## src/apf_sync.sv

```systemverilog
package apf_pkg;
	// ==========================================================
	// clock and timing sources
	localparam int unsigned CLK_PERIOD_PS = 20000;
	localparam int unsigned OSC_FREQ_KHZ = 500;
	localparam int unsigned CLK_FREQ_KHZ = 50000;
	localparam int unsigned OSC_PERIOD_CYC = CLK_FREQ_KHZ / OSC_FREQ_KHZ;
	localparam int unsigned OSC_DISCH_NS = 200;
	localparam int unsigned OSC_DISCH_CYC = (OSC_DISCH_NS * 1000 + CLK_PERIOD_PS - 1) / CLK_PERIOD_PS;
	// ==========================================================
	// blanking: half of (r parallel internal 10k) times c, ohm*pF = ps
	localparam int unsigned BLANK_R_INT_OHM = 10000;
	localparam int unsigned BLANK_R_EXT_OHM = 2000;
	localparam int unsigned BLANK_C_PF = 470;
	localparam int unsigned BLANK_REQ_OHM = (BLANK_R_EXT_OHM * BLANK_R_INT_OHM) / (BLANK_R_EXT_OHM + BLANK_R_INT_OHM);
	localparam int unsigned BLANK_PS = (BLANK_REQ_OHM * BLANK_C_PF) / 2;
	localparam int unsigned BLANK_DEF_CYC = (BLANK_PS + CLK_PERIOD_PS - 1) / CLK_PERIOD_PS;
	// ==========================================================
	// soft-start model
	localparam int unsigned SS_FULL_CNT = 2000;
	localparam int unsigned SS_DISCH_STEP = 1;
	localparam int unsigned SYNC_BITS = 5;
	localparam int unsigned SYNC_PWM = 0;
	localparam int unsigned SYNC_LIM = 1;
	localparam int unsigned SYNC_OVC = 2;
	localparam int unsigned SYNC_VCC = 3;
	localparam int unsigned SYNC_VREF = 4;
	typedef enum logic [2:0] {
		APF_SS_CHG = 3'h1,
		APF_SS_FULL = 3'h2,
		APF_SS_DIS = 3'h4
	} apf_ss_t;
endpackage : apf_pkg

`timescale 1ns/1ps
module apf_sync #(
	parameter int unsigned W = 1
) (
	// clock
	input wire logic clk_i,
	input wire logic srst_i,
	input wire logic ce_i,
	// data
	input wire logic [W-1:0] async_i,
	output logic [W-1:0] sync_o
);
	logic [W-1:0] meta_r;
	logic [W-1:0] sync_r;
	genvar g;
	generate
		for (g = 0; g < W; g++) begin : g_bit
			always_ff @(posedge clk_i) begin
				if (srst_i) begin
					meta_r[g] <= 1'b0;
					sync_r[g] <= 1'b0;
				end else if (ce_i) begin
					meta_r[g] <= async_i[g];
					sync_r[g] <= meta_r[g];
				end
			end
		end
	endgenerate
	assign sync_o = sync_r;
endmodule : apf_sync

```

## src/apf_core.sv

```systemverilog
// Behaviour
// - pulses alternate between the two outputs on successive oscillator cycles
// - each cycle only the selected output may drive; the other stays off
// - both outputs held low while the clock pulse is asserted
// - falling edge of the clock pulse starts the selected output's pulse
// - pwm compare, current limit or overcurrent ends the pulse, first wins
// - normally the ramp crossing the control level ends the pulse
// - pwm compare ignored for the blanking interval after pulse start
// - blanking length is half of resistance in parallel with internal 10k, times capacitance
// - current limit also blanked; after blanking it ends the pulse
// - overcurrent is never blanked and acts at any time
// - overcurrent sets the fault latch and forces both outputs low
// - soft-start starts discharged; error amp output held low while low
// - error amp output follows soft-start as it charges
// - after fault, soft-start discharges at the restart rate
// - no pulses until discharged and no overcurrent; then clear fault, restart
// - fault during soft-start: outputs stop, soft-start first charges full
// - undervoltage lockout holds outputs low until both supplies valid
// - clock/blanking pin is output only and never accepts sync
`timescale 1ns/1ps
module apf_core
	import apf_pkg::*;
#(
	parameter int unsigned OSC_PERIOD = OSC_PERIOD_CYC,
	parameter int unsigned OSC_DISCH = OSC_DISCH_CYC,
	parameter int unsigned BLANK_CYC = BLANK_DEF_CYC,
	parameter int unsigned SS_FULL = SS_FULL_CNT,
	parameter int unsigned SS_STEP = SS_DISCH_STEP
) (
	// clock and reset
	input wire logic clk_i,
	input wire logic srst_i,
	input wire logic ce_i,
	// comparator flags, asynchronous
	input wire logic pwm_cmp_i,
	input wire logic current_sense_input_lim_i,
	input wire logic current_sense_input_ovc_i,
	// supply monitors, asynchronous
	input wire logic vcc_ok_i,
	input wire logic vref_ok_i,
	// gate drive outputs
	output logic out_a_o,
	output logic out_b_o,
	// clock output, no input path exists
	output logic clock_out_blank_pin_o,
	// soft-start and status
	output logic [15:0] ss_level_o,
	output logic ea_hold_low_o,
	output logic fault_o,
	output logic undervoltage_lockout_o,
	output logic blanking_o
);
	// ==========================================================
	// input synchronisation
	logic [SYNC_BITS-1:0] flags_s;
	apf_sync #(
		.W(SYNC_BITS)
	) u_sync (
		.clk_i(clk_i),
		.srst_i(srst_i),
		.ce_i(ce_i),
		.async_i({vref_ok_i, vcc_ok_i, current_sense_input_ovc_i, current_sense_input_lim_i, pwm_cmp_i}),
		.sync_o(flags_s)
	);

	logic pwm_s;
	logic lim_s;
	logic ovc_s;
	logic supply_ok;
	assign pwm_s = flags_s[SYNC_PWM];
	assign lim_s = flags_s[SYNC_LIM];
	assign ovc_s = flags_s[SYNC_OVC];
	assign supply_ok = flags_s[SYNC_VCC] & flags_s[SYNC_VREF];

	// ==========================================================
	// state
	typedef struct packed {
		logic [15:0] osc_cnt;
		logic clk_pulse;
		logic phase_b;
		logic pulse_on;
		logic [15:0] blank_cnt;
		logic fault;
		logic [15:0] ss_lvl;
		apf_ss_t ss_st;
		logic out_a;
		logic out_b;
	} apf_state_t;

	localparam logic [15:0] CNT_ZERO = 16'h0000;
	localparam logic [15:0] CNT_ONE = 16'h0001;
	localparam logic [15:0] PERIOD_LAST = 16'(OSC_PERIOD - 1);
	localparam logic [15:0] DISCH_LEN = 16'(OSC_DISCH);
	localparam logic [15:0] BLANK_LEN = 16'(BLANK_CYC);
	localparam logic [15:0] SS_TOP = 16'(SS_FULL);
	localparam logic [15:0] SS_DEC = 16'(SS_STEP);

	apf_state_t st_r;
	apf_state_t st_nxt;

	logic clk_fall;
	logic blank_done;
	logic end_pulse;
	logic may_pulse;

	always_comb begin
		st_nxt = st_r;
		clk_fall = 1'b0;
		blank_done = 1'b0;
		end_pulse = 1'b0;
		may_pulse = 1'b0;

		// ==========================================================
		// oscillator: discharge slice at the start of each period
		if (st_r.osc_cnt >= PERIOD_LAST) begin
			st_nxt.osc_cnt = CNT_ZERO;
		end else begin
			st_nxt.osc_cnt = st_r.osc_cnt + CNT_ONE;
		end
		st_nxt.clk_pulse = (st_nxt.osc_cnt < DISCH_LEN);
		clk_fall = st_r.clk_pulse & ~st_nxt.clk_pulse;

		// ==========================================================
		// soft-start and fault latch
		if (ovc_s) begin
			st_nxt.fault = 1'b1;
		end
		case (st_r.ss_st)
			APF_SS_CHG: begin
				if (st_r.ss_lvl >= SS_TOP) begin
					st_nxt.ss_st = APF_SS_FULL;
				end else begin
					st_nxt.ss_lvl = st_r.ss_lvl + CNT_ONE;
				end
			end
			APF_SS_FULL: begin
				if (st_r.fault) begin
					st_nxt.ss_st = APF_SS_DIS;
				end
			end
			APF_SS_DIS: begin
				if (st_r.ss_lvl > SS_DEC) begin
					st_nxt.ss_lvl = st_r.ss_lvl - SS_DEC;
				end else begin
					st_nxt.ss_lvl = CNT_ZERO;
					// overcurrent still present holds the latch and the restart
					if (!ovc_s) begin
						st_nxt.fault = 1'b0;
						st_nxt.ss_st = APF_SS_CHG;
					end
				end
			end
			default: begin
				st_nxt.ss_st = APF_SS_CHG;
				st_nxt.ss_lvl = CNT_ZERO;
			end
		endcase

		// ==========================================================
		// pulse generation
		may_pulse = supply_ok & ~st_nxt.fault & (st_r.ss_lvl != CNT_ZERO);
		if (clk_fall) begin
			st_nxt.phase_b = ~st_r.phase_b;
			st_nxt.pulse_on = may_pulse;
			st_nxt.blank_cnt = BLANK_LEN;
		end else if (st_r.pulse_on) begin
			if (st_r.blank_cnt != CNT_ZERO) begin
				st_nxt.blank_cnt = st_r.blank_cnt - CNT_ONE;
			end
			blank_done = (st_r.blank_cnt == CNT_ZERO);
			// overcurrent bypasses blanking; compare and limit wait for it
			end_pulse = ovc_s | (blank_done & (pwm_s | lim_s));
			if (end_pulse || st_nxt.clk_pulse || !may_pulse) begin
				st_nxt.pulse_on = 1'b0;
			end
		end

		// only the selected leg follows the pulse
		st_nxt.out_a = st_nxt.pulse_on & ~st_nxt.phase_b & ~st_nxt.clk_pulse;
		st_nxt.out_b = st_nxt.pulse_on & st_nxt.phase_b & ~st_nxt.clk_pulse;

		// ==========================================================
		// lockout: outputs low, soft-start returns to empty
		if (!supply_ok) begin
			st_nxt.pulse_on = 1'b0;
			st_nxt.out_a = 1'b0;
			st_nxt.out_b = 1'b0;
			st_nxt.fault = 1'b0;
			st_nxt.ss_lvl = CNT_ZERO;
			st_nxt.ss_st = APF_SS_CHG;
		end
	end

	always_ff @(posedge clk_i) begin
		if (srst_i) begin
			st_r.osc_cnt <= CNT_ZERO;
			st_r.clk_pulse <= 1'b1;
			st_r.phase_b <= 1'b1;
			st_r.pulse_on <= 1'b0;
			st_r.blank_cnt <= CNT_ZERO;
			st_r.fault <= 1'b0;
			st_r.ss_lvl <= CNT_ZERO;
			st_r.ss_st <= APF_SS_CHG;
			st_r.out_a <= 1'b0;
			st_r.out_b <= 1'b0;
		end else if (ce_i) begin
			st_r <= st_nxt;
		end
	end

	// ==========================================================
	// outputs
	assign out_a_o = st_r.out_a;
	assign out_b_o = st_r.out_b;
	assign clock_out_blank_pin_o = st_r.clk_pulse;
	assign ss_level_o = st_r.ss_lvl;
	assign ea_hold_low_o = (st_r.ss_lvl == CNT_ZERO);
	assign fault_o = st_r.fault;
	assign undervoltage_lockout_o = ~supply_ok;
	assign blanking_o = st_r.pulse_on & (st_r.blank_cnt != CNT_ZERO);
endmodule : apf_core

```

## config.mk

```make
export PLATFORM = sky130hd
export DESIGN_NAME = apf_core
export DESIGN_NICKNAME = d
export VERILOG_FILES = /design/src/apf_sync.sv /design/src/apf_core.sv
export SDC_FILE = /design/constraint.sdc
export NUM_CORES = 1
export LEC_CHECK = 0
export ABC_AREA = 1
export BUFFER_PORTS_ARGS = -buffer_cell sky130_fd_sc_hd__buf_2
export CORE_ASPECT_RATIO = 0.5
export CORE_MARGIN = 10
export CORE_UTILIZATION = 30
export DETAILED_ROUTE_END_ITERATION = 8
export PLACE_DENSITY = 0.48
export SETUP_SLACK_MARGIN = 0.5
export SLEW_MARGIN = 0
export SYNTH_ARGS = -nofsm -noshare
export SYNTH_HDL_FRONTEND = slang
export SYNTH_HIERARCHICAL = 1
export SYNTH_SLANG_ARGS = --single-unit
export TNS_END_PERCENT = 30
```

## constraint.sdc

```tcl
create_clock -name clk_i -period 2.3 [get_ports clk_i]
set_clock_uncertainty 0.15 [all_clocks]
set_input_delay 0.115 -clock clk_i [delete_from_list [all_inputs] [get_ports clk_i]]
set_output_delay 0.115 -clock clk_i [all_outputs]
set_load 0.005 [all_outputs]
```

* Word level (Yosys, flattened, before mapping)
Cells that the tools add are included.
** Word-level totals
- Logic and storage cells :: 86
- Output and inout port bits :: 23
- Register bits :: 67
- Input port bits :: 8
** Operators by class
- Bitwise gates (word level) :: 17
- $add $sub $neg :: 4
- Multiplexer cells :: 20
- Equal/unequal tests :: 9
- Reductions and logical operators :: 12
- $lt $le $gt $ge :: 4
** Operator list (count)
- two-way mux 16 bit :: 4
- case mux 16 bit (3 select lines) :: 1
- two-way mux 17 bit :: 2
- adder 16 x 1 -> 16 bit, second input constant :: 2
- zero test 16 bit :: 2
- nonzero test 16 bit :: 2
- subtractor 16 x 1 -> 16 bit, second input constant :: 2
- two-way mux 22 bit :: 1
- greater-or-equal comparator 16 x 11 -> 1 bit, second input constant :: 1
- greater-or-equal comparator 16 x 7 -> 1 bit, second input constant :: 1
- > comparator 16 x 1 -> 1 bit, second input constant :: 1
- less-than comparator 16 x 4 -> 1 bit, second input constant :: 1
- inequality test 3 bit, second input constant :: 5
- two-way mux 3 bit :: 4
- AND 1 bit :: 10
- case mux 3 bit (3 select lines) :: 1
- two-way mux 1 bit :: 7
- AND reduction 3 bit :: 2
- NOT 1 bit :: 5
- AND reduction 5 bit :: 1
- nonzero test 2 bit :: 2
- == test 3 x 1 -> 1 bit, second input constant :: 1
- == test 3 x 2 -> 1 bit, second input constant :: 1
- == test 3 bit, second input constant :: 1
- 4 further kinds :: 6

* Longest topological paths before layout
Gate-level depths: netlist of the first run.
- Depth in word-level cells :: 15
- Depth in mapped cells :: 15
- Gate-level depth less buffers :: 15

* Modules after synthesis
Netlist of the first run, hierarchy kept.
** Modules (own cells, without submodules)
- apf_core :: instances 1, area an instance 3861.2 µm², cells an instance 605, sequential area each 1141.1 µm²
- apf_sync :: instances 1, area an instance 419.2 µm², cells an instance 63, sequential area each 200.2 µm²

* Worst setup path after synthesis of the first run
OpenSTA, ideal clock, no wires.
- Path kind :: reg2reg
- Start point :: register st_r[41] (netlist name)
- End point :: register st_r[34] (netlist name)
- Buffers on the path :: 1
- Data arrival time :: 1.752 ns
- Cell stages (with the launch flop) :: 15
- Setup slack :: 0.285 ns
- Required time :: 2.037 ns
- Setup time :: 0.113 ns
- Clock period less this slack :: 2.015 ns
- Cell sequence :: dfxtp_1 > ha_1 > nor2_2 > nand2_1 > nand3_2 > nand2_4 > nor2_1 > nand2_1 > nand3_2 > nand2_4 > a21oi_4 > buf_6 > nand2_1 > nand2_1 > nor2_1
** Between the ends
- Word-level cells in the longest chain between the ends :: 7
- Elaborated cells on any way between the ends :: 10
- Classes of those cells :: 1 x add/sub; 2 x order compare; 2 x mux; 2 x bitwise; 3 x reduce/logical
** RTL lines
- start, declared :: line apf_core.sv:98 : apf_state_t st_r;
- start signal, assigned :: line apf_core.sv:207 : st_r <= st_nxt;
- adder 16 x 1 -> 16 bit or greater-or-equal comparator 16 x 7 -> 1 bit (tied branches) :: line apf_core.sv:118, apf_core.sv:115
- two-way mux 16 bit (*) :: line apf_core.sv:115 : if (st_r.osc_cnt >= PERIOD_LAST) begin
- less-than comparator 16 x 4 -> 1 bit (*) :: line apf_core.sv:120 : st_nxt.clk_pulse = (st_nxt.osc_cnt < DISCH_LEN);
- NOT 1 bit (*) :: line apf_core.sv:121 : clk_fall = st_r.clk_pulse & ~st_nxt.clk_pulse;
- AND 1 bit (*) :: line apf_core.sv:121
- nonzero test 2 bit (no source line)
- AND reduction 3 bit (no source line)
Mark *: on every way between the ends. The rest lies on a longest branch, timed or not.
A chain may end at the register's enable or synchronous reset.

* Worst setup path after layout of the first run
- Start point :: register st_r[42] (netlist name)
- End point :: register st_r[33] (netlist name)
The elaborated chain is that of the path after synthesis.

==> summary.log, run 1 <==
qor: setup_path.levels_on_crit_path 14
qor: grt.groute.usage.overall 11.86%
qor: detailed_routing.route.final.wire_length 11.79 mm
qor: synthesis.synth_sequential_area_ratio 31.34%
qor: detailed_routing.dr.first_iter.drc_count 310
qor: setup_path.r2r_start st_r[42]
qor: sta.final-hold-violation-count 0
qor: synthesis.synth-edff-count 0
qor: synthesis.synth_commonest_cells sky130_fd_sc_hd__nand2_1 (172), sky130_fd_sc_hd__nor2_1 (111), sky130_fd_sc_hd__dfxtp_1 (67)
qor: run.cap_viol_max_count 0
qor: placed_design.dp_hpwl 7.894 mm
qor: setup_path.worstSetupStartpoint st_r[42]
qor: setup_path.crit_buf_inv 1
qor: synthesis.post_synth_num_cell_types 42
qor: layout.area_occupied_by_multi_input_gates 0.002729 sq mm
qor: detailed_routing.detailedRoute.firstPassIterationCount 5
qor: setup_path.reg2reg_depth 14
qor: detailed_routing.drc 0
qor: detailed_routing.antenna_left 0
qor: power_and_ir_drop.p_switching 1.013 mW
qor: setup_path.worstPathArrival 2.16 ns
qor: placed_design.placement.setup.worst_slack 0.04592 ns
qor: layout.nFillCells 1488
qor: sta.min_period_over_period 90.31%
qor: floorplanning.core_region_area 0.01374 sq mm
qor: synthesis.synth.yosys.warnings 6
qor: floorplanning.rows 30
qor: synthesis.post-synth-top-area-cell sky130_fd_sc_hd__dfxtp_1
qor: layout.synthToLayoutAreaGrowth 28.70%
qor: setup_path.crit_path_end_kind flop
qor: clock_network.cts.root.buffer_cell sky130_fd_sc_hd__clkbuf_16
qor: grt.antenna_violations_before_repair 0
qor: sta.final-setup-viol-count 0
qor: floorplanning.total_die_area 0.01974 sq mm
qor: setup_path.critical_path.reg2reg.endpoint st_r[33]
qor: synthesis.ys_top_cells_by_area sky130_fd_sc_hd__dfxtp_1 (31%), sky130_fd_sc_hd__nand2_1 (15%), sky130_fd_sc_hd__nor2_1 (9.7%)
qor: synthesis.mean_post_synth_cell_area 6.408 sq um
qor: setup_path.critical_path.cell_chain ha_4 > nor2_4 > nand2_2 > nand3_4 > nand2_4 > nor2_4 > nand2_2 > nand3_4 > nand2_8 > a21oi_4 > buf_6 > nand2_1 > nand2_1 > nor2_1
qor: synthesis.synth-main-ff-cell sky130_fd_sc_hd__dfxtp_1
qor: clock_network.clock_latency 0.33 ns
qor: power_and_ir_drop.leakagePower 2.494 nW
qor: sta.setup_slack 0.2229 ns
qor: power_and_ir_drop.share_comb_of_total_power 20.5%
qor: detailed_routing.vias 4201
qor: setup_path.critical_path_peak_fanout 7
qor: sta.final.min_clock_period 2.077 ns
qor: layout.post_route_cells_drive_above_1_share 27.11%
qor: clock_network.maximum_root_to_sink_buffer_count 2
qor: sta.slew_headroom 69.43%
qor: floorplanning.start_util 31.16%
qor: layout.antenna_cells 0
qor: setup_path.setup.worst_path.start_class flop
qor: setup_path.worstSetupPathType reg2reg
qor: floorplanning.floorplan.die.height 104.5 um
qor: power_and_ir_drop.share_seq_of_total_power 36.5%
qor: clock_network.clock_sink_count 67
qor: sta.grt_setup_unrepaired yes
qor: setup_path.cp_top_family simple AND/OR/NAND/NOR gates
qor: synthesis.mappedNetlistArea 0.004280 sq mm
qor: synthesis.post-synth-top-area-fraction 31.34%
qor: grt.first_pass_grt_wire_length 19.67 mm
qor: clock_network.cts_inserted_buffers 9
qor: power_and_ir_drop.intPower 2.508 mW
qor: power_and_ir_drop.ir_worst_vdd 0.0003265 V
qor: run_status.outcome finished, final reports clean
qor: synthesis.synth_async_sr_flop_share 0%
qor: power_and_ir_drop.cellPowerDensity 639.1 mW/mm^2
qor: synthesis.syn_nets 682
qor: sta.worstMarginPinSlew 0.4580 ns
qor: clock_network.tritoncts yes
qor: layout.seq_area 0.001370 sq mm
qor: placed_design.gpl.final_weighted_congestion 0.8190
qor: floorplanning.die_outline_width 188.9 um
qor: sta.maxSlewViolCount 0
qor: sta.fin_tns_setup 0 ns
qor: power_and_ir_drop.power.total 3.521 mW
qor: layout.number_of_nets_in_the_layout 732
qor: synthesis.yosysMostFrequentCell sky130_fd_sc_hd__nand2_1
qor: grt.grt_max_degree 35
qor: power_and_ir_drop.portion_of_total_power_attributed_to_the_clock_network 43.0%
qor: clock_network.htreeDepth 3
qor: placed_design.port-buffer-count 30
qor: clock_network.clk_transition_reported_paths 0.06 ns
qor: synthesis.netlist_instances 668
qor: worst_hold_path.min-delay-path-class in2reg
qor: grt.gr-total-overflow 0
qor: synthesis.flip_flop_and_latch_count_after_synthesis 67
qor: setup_path.worst-endpoint-required 2.38 ns
qor: layout.final_core_util 40.10%
qor: floorplanning.io-pin-count 31
qor: sta.max_clock_freq 481.4 MHz
qor: setup_path.reg2reg_setup_slack 0.22 ns
qor: grt.vias_in_the_first_global_route 3955
qor: setup_path.crit_path_max_incr_delay 0.36 ns
qor: detailed_routing.drt-vias-per-instance 4.591
qor: setup_path.setup.worst_path.end st_r[33]
qor: power_and_ir_drop.netSwitchingFraction 28.76%
qor: detailed_routing.drt-wirelength-per-cell 12.88 um
qor: sta.worst_hold_slack 0.09210 ns
qor: setup_path.cpMaxStageDelayCell sky130_fd_sc_hd__dfxtp_4
## routing by layer
layer / vias to the layer above / GRT usage, % / share of wire [%]
li1: 2212 / - / -
met2: 63 / 19.30 / 47
met4: 0 / 3.153 / 0.87
met1: 1918 / 15.27 / 49
met3: 8 / 2.811 / 2.9
met5: - / 0 / 0
## worst min path at each step
stage          slack (ns)  depth (start not counted)  startpoint               end
4_1_cts              0.08                          4      srst_i  u_sync/sync_o[3]
3_3_place_gp         0.26                          5    vcc_ok_i  u_sync/meta_r[3]
6_report             0.09                          4      srst_i  u_sync/sync_o[0]
2_1_floorplan        0.15                          4   pwm_cmp_i  u_sync/meta_r[0]
3_5_place_dp         0.26                          5   pwm_cmp_i  u_sync/meta_r[0]
5_1_grt              0.12                          4      srst_i  u_sync/meta_r[0]
## final cells by class
type / count / share of cell area, %
clock buffers: 10 / 4.338
clock inverters: 6 / 1.613
inverters: 69 / 4.792
multi-input cells: 490 / 49.53
flip-flops and latches: 67 / 24.87
well taps: 192 / 4.361
repair buffers: 81 / 10.49
## layout by cell type (no fill, tap or decap), drive strengths merged
cell and n:
a21oi 38, o22ai 4, nand4 13, a22oi 1, nor2 121, dlygate4sd3 5
inv 68, dfxtp 67, bufinv 2, and2 1, o211ai 1, nor3 15
clkbuf 10, o2111ai 1, ha 6, a211oi 4, o32ai 1, o21ai 29
clkinvlp 2, xnor2 7, or2 3, nor3b 1, nand3b 1, clkinv 3
nand2 177, o21bai 3, buf 76, nand3 42, nor4 1, xor2 20
## logic make-up after synthesis
logic type               after synthesis  synth area share [%]
AND/OR/NAND/NOR                      375                 38.38
adder cells (fa/ha/maj)                6                 1.754
buffers and inverters                111                 12.34
flip-flops                            67                 31.34
AO/OA/AOI/OAI                         82                 10.67
XOR/XNOR                              27                 5.525
## flip-flops by register name, indices dropped and copies added, names as in the netlist
| name | count |
|---|---|
| u_sync/meta_r | 5 |
| ss_level_o | 16 |
| clock_out_blank_pin_o | 1 |
| u_sync/sync_o | 5 |
| fault_o | 1 |
| st_r | 37 |
| out_b_o | 1 |
| out_a_o | 1 |
## power by group through the flow
| stage | combinational (mW) | clock (mW) | sequential (mW) |
|---|---|---|---|
| 2_1_floorplan | 0.441 | 0 | 1.29 |
| 3_3_place_gp | 0.548 | 0 | 1.31 |
| 3_5_place_dp | 0.549 | 0 | 1.31 |
| 4_1_cts | 0.676 | 1.56 | 1.28 |
| 5_1_grt | 0.810 | 1.61 | 1.29 |
| 6_report | 0.722 | 1.51 | 1.29 |
## worst reg2reg max path: stages, from the launching register on
cell                      delay, ns
sky130_fd_sc_hd__dfxtp_4       0.36
sky130_fd_sc_hd__ha_4          0.18
sky130_fd_sc_hd__nor2_4        0.09
sky130_fd_sc_hd__nand2_2       0.07
sky130_fd_sc_hd__nand3_4       0.10
sky130_fd_sc_hd__nand2_4       0.09
sky130_fd_sc_hd__nor2_4        0.13
sky130_fd_sc_hd__nand2_2       0.07
sky130_fd_sc_hd__nand3_4       0.11
sky130_fd_sc_hd__nand2_8       0.08
sky130_fd_sc_hd__a21oi_4       0.24
sky130_fd_sc_hd__buf_6         0.17
sky130_fd_sc_hd__nand2_1       0.06
sky130_fd_sc_hd__nand2_1       0.05
sky130_fd_sc_hd__nor2_1        0.04
## timing repair
item,CTS,global route
resized for setup,75,33
pin swaps,14,20
hold buffers,5,0
setup endpoints to repair,40,42
setup buffers,21,2
hold endpoints to repair,5,0
cloned,2,0
## through the flow
stage | cell area, sq um | cells
2_1_floorplan | 4323 | 668
3_3_place_gp | 4602 | 869
3_5_place_dp | 4602 | 869
4_1_cts | 5384 | 913
5_1_grt | 5509 | 915
6_report | 5509 | 915
Power figures use the tool's default switching activity.
==> inputs of run 2 (changes only) <==
Settings changed: CORE_ASPECT_RATIO 0.5 to not set.
==> run 2 against run 1 <==
- final area is 5.4% higher
- worst hold slack better by 0.014 ns
- highest routed layer unchanged
- final cell count up 1.7%
- critical path type unchanged
- die area fell by 1.5%
- fmax fell by 1.7%
==> summary.log, run 2 (synthesis results as in run 1) <==
qor: floorplanning.rows 43 [was 30]
qor: detailed_routing.drc 0 [unchanged]
qor: floorplanning.die_outline_width 139.5 um [was 188.9 um]
qor: sta.slew_headroom 61.31% [was 69.43%]
qor: detailed_routing.route.met2.wl 6.139 mm [was 5.557 mm]
qor: setup_path.setup.worst_path.start_class flop [unchanged]
qor: detailed_routing.detailedRoute.firstPassIterationCount 4 [was 5]
qor: grt.antenna_violations_before_repair 0 [unchanged]
qor: detailed_routing.drt-vias-per-instance 4.654 [was 4.591]
qor: layout.layout.cells.non_filler 931 [was 915]
qor: sta.max_clock_freq 473.2 MHz [was 481.4 MHz]
qor: floorplanning.floorplan.die.height 139.5 um [was 104.5 um]
qor: run_status.outcome finished, final reports clean [unchanged]
qor: detailed_routing.route.final.wire_length 12.04 mm [was 11.79 mm]
qor: placed_design.port-buffer-count 30 [unchanged]
qor: sta.min_period_over_period 91.87% [was 90.31%]
qor: sta.final-setup-viol-count 0 [unchanged]
qor: sta.final.min_clock_period 2.113 ns [was 2.077 ns]
qor: grt.gr-total-overflow 0 [unchanged]
qor: floorplanning.io-pin-count 31 [unchanged]
qor: detailed_routing.detail_route.wirelength.met1 5.293 mm [was 5.787 mm]
qor: clock_network.tritoncts yes [unchanged]
qor: clock_network.cts_inserted_buffers 9 [unchanged]
qor: placed_design.placed_cells_incl_taps 857 [was 869]
qor: layout.antenna_cells 0 [unchanged]
qor: power_and_ir_drop.leakagePower 2.620 nW [was 2.494 nW]
qor: placed_design.gpl.final_weighted_congestion 0.8474 [was 0.8190]
qor: power_and_ir_drop.cellPowerDensity 578.9 mW/mm^2 [was 639.1 mW/mm^2]
qor: sta.final-hold-violation-count 0 [unchanged]
qor: grt.vias_in_the_first_global_route 4076 [was 3955]
qor: layout.post_route_cells_drive_above_1_share 32.89% [was 27.11%]
qor: layout.layout_commonest_cell sky130_fd_sc_hd__nand2_1 [unchanged]
qor: setup_path.worstSetupStartpoint st_r[41] [was st_r[42]]
qor: setup_path.reg2reg_setup_slack 0.19 ns [was 0.22 ns]
qor: clock_network.clock_latency 0.34 ns [was 0.33 ns]
qor: sta.grt_setup_unrepaired yes [unchanged]
qor: power_and_ir_drop.ir_worst_vdd 0.0004304 V [was 0.0003265 V]
qor: layout.final_cell_mix sky130_fd_sc_hd__nand2_1 (142), sky130_fd_sc_hd__nor2_1 (89), sky130_fd_sc_hd__buf_4 (62), sky130_fd_sc_hd__inv_1 (56), sky130_fd_sc_hd__dfxtp_1 (50) [was sky130_fd_sc_hd__nand2_1 (147), sky130_fd_sc_hd__nor2_1 (96), sky130_fd_sc_hd__inv_1 (58), sky130_fd_sc_hd__dfxtp_1 (54), sky130_fd_sc_hd__buf_4 (39)]
qor: layout.largest_register_ff_count 37 [unchanged]
qor: floorplanning.start_util 30.72% [was 31.16%]
qor: clock_network.clk_transition_reported_paths 0.06 ns [about the same]
qor: sta.setup_slack 0.1869 ns [was 0.2229 ns]
qor: setup_path.critical_path_peak_fanout 8 [was 7]
qor: floorplanning.total_die_area 0.01945 sq mm [was 0.01974 sq mm]
qor: layout.number_of_nets_in_the_layout 760 [was 732]
qor: placed_design.postPlaceCellArea 0.004612 sq mm [was 0.004602 sq mm]
qor: run.cap_viol_max_count 0 [unchanged]
qor: setup_path.crit_path_end_kind flop [unchanged]
qor: setup_path.setup.worst_path.end st_r[29] [was st_r[33]]
qor: setup_path.worstSetupPathType reg2reg [unchanged]
qor: layout.max_flop_register st_r [unchanged]
qor: grt.grt_max_degree 36 [was 35]
qor: clock_network.cts.root.buffer_cell sky130_fd_sc_hd__clkbuf_16 [unchanged]
qor: clock_network.htreeDepth 3 [unchanged]
qor: detailed_routing.drt-wirelength-per-cell 12.94 um [was 12.88 um]
qor: grt.first_pass_grt_wire_length 19.23 mm [was 19.67 mm]
qor: detailed_routing.dr.first_iter.drc_count 246 [was 310]
qor: sta.maxSlewViolCount 0 [unchanged]
qor: setup_path.reg2reg_depth 13 [was 14]
qor: setup_path.r2r_start st_r[41] [was st_r[42]]
qor: floorplanning.core_region_area 0.01393 sq mm [was 0.01374 sq mm]
qor: detailed_routing.vias 4333 [was 4201]
qor: grt.groute.usage.overall 11.66% [was 11.86%]
qor: clock_network.maximum_root_to_sink_buffer_count 2 [unchanged]
qor: layout.fin_area 0.005807 sq mm [was 0.005509 sq mm]
qor: detailed_routing.met3_length 448 um [was 337 um]
qor: worst_hold_path.hold_path_startpoint ce_i [was srst_i]
qor: worst_hold_path.min-delay-path-class in2reg [unchanged]
qor: clock_network.clock_sink_count 67 [unchanged]
qor: sta.worst_hold_slack 0.1064 ns [was 0.09210 ns]
qor: placed_design.placement.setup.worst_slack 0.1509 ns [was 0.04592 ns]
qor: detailed_routing.antenna_left 0 [unchanged]
qor: setup_path.worstPathArrival 2.24 ns [was 2.16 ns]
qor: sta.fin_tns_setup 0 ns [unchanged]
qor: placed_design.dp_hpwl 7.799 mm [was 7.894 mm]
qor: detailed_routing.dr.max_layer_used met4 [unchanged]
qor: setup_path.critical_path.reg2reg.endpoint st_r[29] [was st_r[33]]
qor: layout.synthToLayoutAreaGrowth 35.66% [was 28.70%]
qor: sta.worstMarginPinSlew 0.5797 ns [was 0.4580 ns]
qor: setup_path.worst-endpoint-required 2.43 ns [was 2.38 ns]
## run 2: changes by cell type in the layout (fill, tap and decap cells not counted), sizes merged
cell,delta
clkinv,+1
clkbuf,+3
bufinv,-2
buf,+27
clkinvlp,-1
## run 2: critical path, stage by stage (launching register included)
cell and delay [ns]:
sky130_fd_sc_hd__dfxtp_4 0.35, sky130_fd_sc_hd__ha_4 0.18, sky130_fd_sc_hd__nor2_4 0.09, sky130_fd_sc_hd__nand2_2 0.07, sky130_fd_sc_hd__nand3_4 0.09, sky130_fd_sc_hd__nand2_4 0.09, sky130_fd_sc_hd__nor2_4 0.11, sky130_fd_sc_hd__nand2_2 0.08
sky130_fd_sc_hd__nand3_4 0.11, sky130_fd_sc_hd__nand2_8 0.08, sky130_fd_sc_hd__a21oi_4 0.28, sky130_fd_sc_hd__clkbuf_16 0.22, sky130_fd_sc_hd__nor2_1 0.04, sky130_fd_sc_hd__nor2_1 0.11
## run 2: metal layers
metal  vias up  global-route usage, %
li1       2263                      -
met1      1981                  13.48
met2        73                  19.82
met3        16                  3.811
met4         0                  3.734
met5         -                      0
## run 2: worst min path at each step
stage               cells past startpoint          endpoint
floorplan                               4  u_sync/meta_r[0]
global placement                        5  u_sync/meta_r[3]
detailed placement                      5  u_sync/meta_r[3]
CTS                                     2          st_r[38]
global route                            2          st_r[46]
finish                                  2          st_r[38]
## run 2: power by group
part           total (mW)  internal [mW]  switching, mW
registers            1.29           1.21         0.0710
clock network        1.26          0.757          0.506
logic               0.813          0.382          0.431
## run 2: area by class of cell
class / count / area (sq um)
Fill cell: 1442 / 8128
Multi-Input combinational cell: 490 / 2823
Tap cell: 180 / 225.2
Inverter: 69 / 264.0
Clock buffer: 12 / 246.5
Timing Repair Buffer: 109 / 842.1
Clock inverter: 4 / 26.28
Sequential cell: 67 / 1380
## run 2: through the flow
step | power, mW | util [%]
final | 3.362 | 41.67
after global routing | 3.563 | 41.67
after CTS | 3.355 | 38.60
after detailed placement | 1.868 | 33.10
after global placement | 1.862 | 33.10
after floorplan | 1.734 | -
## run 2: what timing repair did
item | 4_1_cts | 5_1_grt
buffers inserted | 30 | 21
setup endpoints to repair | 40 | 42
hold buffers | 5 | 0
pin swaps | 26 | 24
gates cloned | 0 | 2
hold endpoints to repair | 5 | 0
gates resized for setup | 64 | 83
==> inputs of run 3 (changes only) <==
Settings changed: SETUP_SLACK_MARGIN 0.5 to 0.3.
==> run 3 against run 2 <==
- routed wire length down 3.8%
- utilization down 1.6 points
- sequential share of layout area up 0.84 points
- via count down 1.6%
- highest routed layer unchanged
- critical path type unchanged
- sequential power about the same
- total power up 5.4%
- critical endpoint is now st_r[26]
==> summary.log, run 3 (synthesis results as in run 1) <==
qor: setup_path.levels_on_crit_path 14 [was 13]
qor: layout.antenna_cells 0 [unchanged]
qor: layout.max_flop_register st_r [unchanged]
qor: setup_path.worstSetupPathType reg2reg [unchanged]
qor: setup_path.setup.worst_path.start_class flop [unchanged]
qor: detailed_routing.detailedRoute.firstPassIterationCount 4 [unchanged]
qor: power_and_ir_drop.cellPowerDensity 634.4 mW/mm^2 [was 578.9 mW/mm^2]
qor: power_and_ir_drop.leakagePower 2.510 nW [was 2.620 nW]
qor: detailed_routing.drt-wirelength-per-cell 12.67 um [was 12.94 um]
qor: worst_hold_path.min-delay-path-class in2reg [unchanged]
qor: power_and_ir_drop.ir_worst_vdd 0.0004677 V [was 0.0004304 V]
qor: grt.groute.usage.overall 11.43% [was 11.66%]
qor: grt.gr-total-overflow 0 [unchanged]
qor: placed_design.gpl.final_weighted_congestion 0.8947 [was 0.8474]
qor: clock_network.maximum_root_to_sink_buffer_count 2 [unchanged]
qor: clock_network.htreeDepth 3 [unchanged]
qor: sta.worstMarginPinSlew 0.6219 ns [was 0.5797 ns]
qor: setup_path.crit_path_max_incr_delay 0.36 ns [was 0.35 ns]
qor: setup_path.worstPathArrival 2.12 ns [was 2.24 ns]
qor: placed_design.dp_hpwl 7.828 mm [was 7.799 mm]
qor: sta.grt_setup_unrepaired yes [unchanged]
qor: run.cap_viol_max_count 0 [unchanged]
qor: clock_network.cts.root.buffer_cell sky130_fd_sc_hd__clkbuf_16 [unchanged]
qor: layout.post_route_cells_drive_above_1_share 27.66% [was 32.89%]
qor: grt.antenna_violations_before_repair 0 [unchanged]
qor: layout.final_cell_mix sky130_fd_sc_hd__nand2_1 (154), sky130_fd_sc_hd__nor2_1 (93), sky130_fd_sc_hd__inv_1 (60), sky130_fd_sc_hd__dfxtp_1 (53), sky130_fd_sc_hd__buf_4 (49) [was sky130_fd_sc_hd__nand2_1 (142), sky130_fd_sc_hd__nor2_1 (89), sky130_fd_sc_hd__buf_4 (62), sky130_fd_sc_hd__inv_1 (56), sky130_fd_sc_hd__dfxtp_1 (50)]
qor: floorplanning.core_region_area 0.01393 sq mm [unchanged]
qor: layout.seq_area 0.001374 sq mm [was 0.001380 sq mm]
qor: worst_hold_path.whs_endpoint st_r[38] [unchanged]
qor: detailed_routing.route.final.wire_length 11.58 mm [was 12.04 mm]
qor: floorplanning.die_outline_width 139.5 um [unchanged]
qor: sta.max_clock_freq 492.2 MHz [was 473.2 MHz]
qor: floorplanning.floorplan.die.height 139.5 um [unchanged]
qor: placed_design.port-buffer-count 30 [unchanged]
qor: setup_path.cp_top_family simple AND/OR/NAND/NOR gates [unchanged]
qor: floorplanning.start_util 30.72% [unchanged]
qor: power_and_ir_drop.power.total 3.543 mW [was 3.362 mW]
qor: layout.final_core_util 40.07% [was 41.67%]
qor: layout.area_occupied_by_multi_input_gates 0.002741 sq mm [was 0.002823 sq mm]
qor: detailed_routing.antenna_left 0 [unchanged]
qor: setup_path.crit_buf_inv 2 [was 1]
qor: layout.nFillCells 1447 [was 1442]
qor: sta.final-setup-viol-count 0 [unchanged]
qor: floorplanning.io-pin-count 31 [unchanged]
qor: floorplanning.rows 43 [unchanged]
qor: run_status.outcome finished, final reports clean [unchanged]
qor: layout.number_of_nets_in_the_layout 743 [was 760]
qor: layout.layout_commonest_cell sky130_fd_sc_hd__nand2_1 [unchanged]
qor: setup_path.reg2reg_setup_slack 0.27 ns [was 0.19 ns]
qor: setup_path.critical_path.reg2reg.endpoint st_r[26] [was st_r[29]]
qor: setup_path.r2r_start st_r[42] [was st_r[41]]
qor: detailed_routing.drt-vias-per-instance 4.664 [was 4.654]
qor: sta.min_period_over_period 88.34% [was 91.87%]
qor: worst_hold_path.hold_path_startpoint ce_i [unchanged]
qor: detailed_routing.vias 4263 [was 4333]
qor: grt.vias_in_the_first_global_route 3989 [was 4076]
qor: layout.synthToLayoutAreaGrowth 30.46% [was 35.66%]
qor: worst_hold_path.worst_hold_path.num_cells 2 [unchanged]
qor: sta.slew_headroom 58.49% [was 61.31%]
qor: clock_network.tritoncts yes [unchanged]
qor: floorplanning.total_die_area 0.01945 sq mm [unchanged]
qor: setup_path.crit_path_end_kind flop [unchanged]
qor: sta.final.min_clock_period 2.032 ns [was 2.113 ns]
qor: setup_path.critical_path.cell_chain ha_4 > nor2_4 > nand2_2 > nand3_4 > nand2_4 > inv_4 > nand3_4 > nand3_4 > nand2_8 > buf_4 > nand2_4 > nand2_4 > o21ai_0 > nor2_1 [was ha_4 > nor2_4 > nand2_2 > nand3_4 > nand2_4 > nor2_4 > nand2_2 > nand3_4 > nand2_8 > a21oi_4 > clkbuf_16 > nor2_1 > nor2_1]
qor: setup_path.cpMaxStageDelayCell sky130_fd_sc_hd__dfxtp_4 [unchanged]
qor: sta.maxSlewViolCount 0 [unchanged]
qor: clock_network.clk_transition_reported_paths 0.06 ns [about the same]
qor: setup_path.worst-endpoint-required 2.39 ns [was 2.43 ns]
qor: layout.largest_register_ff_count 37 [unchanged]
qor: grt.grt_max_degree 36 [unchanged]
qor: grt.first_pass_grt_wire_length 18.86 mm [was 19.23 mm]
qor: clock_network.clock_latency 0.34 ns [about the same]
qor: clock_network.cts_inserted_buffers 9 [unchanged]
qor: detailed_routing.drc 0 [unchanged]
qor: setup_path.reg2reg_depth 14 [was 13]
qor: sta.fin_tns_setup 0 ns [unchanged]
qor: detailed_routing.dr.first_iter.drc_count 213 [was 246]
qor: sta.final-hold-violation-count 0 [unchanged]
qor: setup_path.critical_path_peak_fanout 6 [was 8]
qor: clock_network.clock_sink_count 67 [unchanged]
-- run 3: through the flow --
step / instances / cell area (sq um) / worst slack [ns] / hold slack (ns)
global placement: 857 / 4563 / 0.1546 / 0.2519
CTS: 895 / 5169 / 0.2323 / 0.02801
global route: 914 / 5584 / 0.1416 / 0.08219
detailed placement: 857 / 4563 / 0.09220 / 0.2681
floorplan: 668 / 4287 / 0.3455 / 0.1532
finish: 914 / 5584 / 0.2681 / 0.05373
-- run 3: where the power goes --
| part | internal [mW] | total, mW | leakage, nW | switching (mW) |
|---|---|---|---|---|
| logic | 0.332 | 0.735 | 1.80 | 0.403 |
| registers | 1.22 | 1.29 | 0.555 | 0.0721 |
| clock network | 0.956 | 1.52 | 0.152 | 0.564 |
-- run 3: how the worst max path moves through the flow --
stage | from | endpoint | slack, ns
finish | st_r[42] | st_r[26] | 0.27
global placement | st_r[22] | st_r[26] | 0.15
detailed placement | st_r[22] | st_r[26] | 0.09
floorplan | st_r[41] | st_r[26] | 0.35
global route | st_r[42] | st_r[27] | 0.14
CTS | ss_level_o[0] | ss_level_o[10] | 0.23
-- run 3: layout make-up --
| type | instances | area share (%) |
|---|---|---|
| multi-input cells | 491 | 49.09 |
| flip-flops and latches | 67 | 24.60 |
| repair buffers | 91 | 11.74 |
| inverters | 69 | 4.683 |
| clock buffers | 9 | 4.033 |
| well taps | 180 | 4.033 |
| clock inverters | 7 | 1.815 |
-- run 3: repair_timing --
| action | in CTS | in global routing |
|---|---|---|
| cloned | 0 | 1 |
| setup buffers | 17 | 18 |
| hold buffers | 5 | 0 |
| resized for setup | 27 | 81 |
| endpoints found under the hold margin | 5 | 0 |
| pin swaps | 8 | 29 |
| setup endpoints to repair | 28 | 41 |
-- run 3: routing by layer --
layer  vias to the layer above  part of all wire, %  track usage, %
li1                       2231                    -               -
met1                      1965                   46           13.71
met2                        52                   48           18.97
met3                        15                  4.1           3.879
met4                         0                  1.4           3.075
met5                         -                    0               0
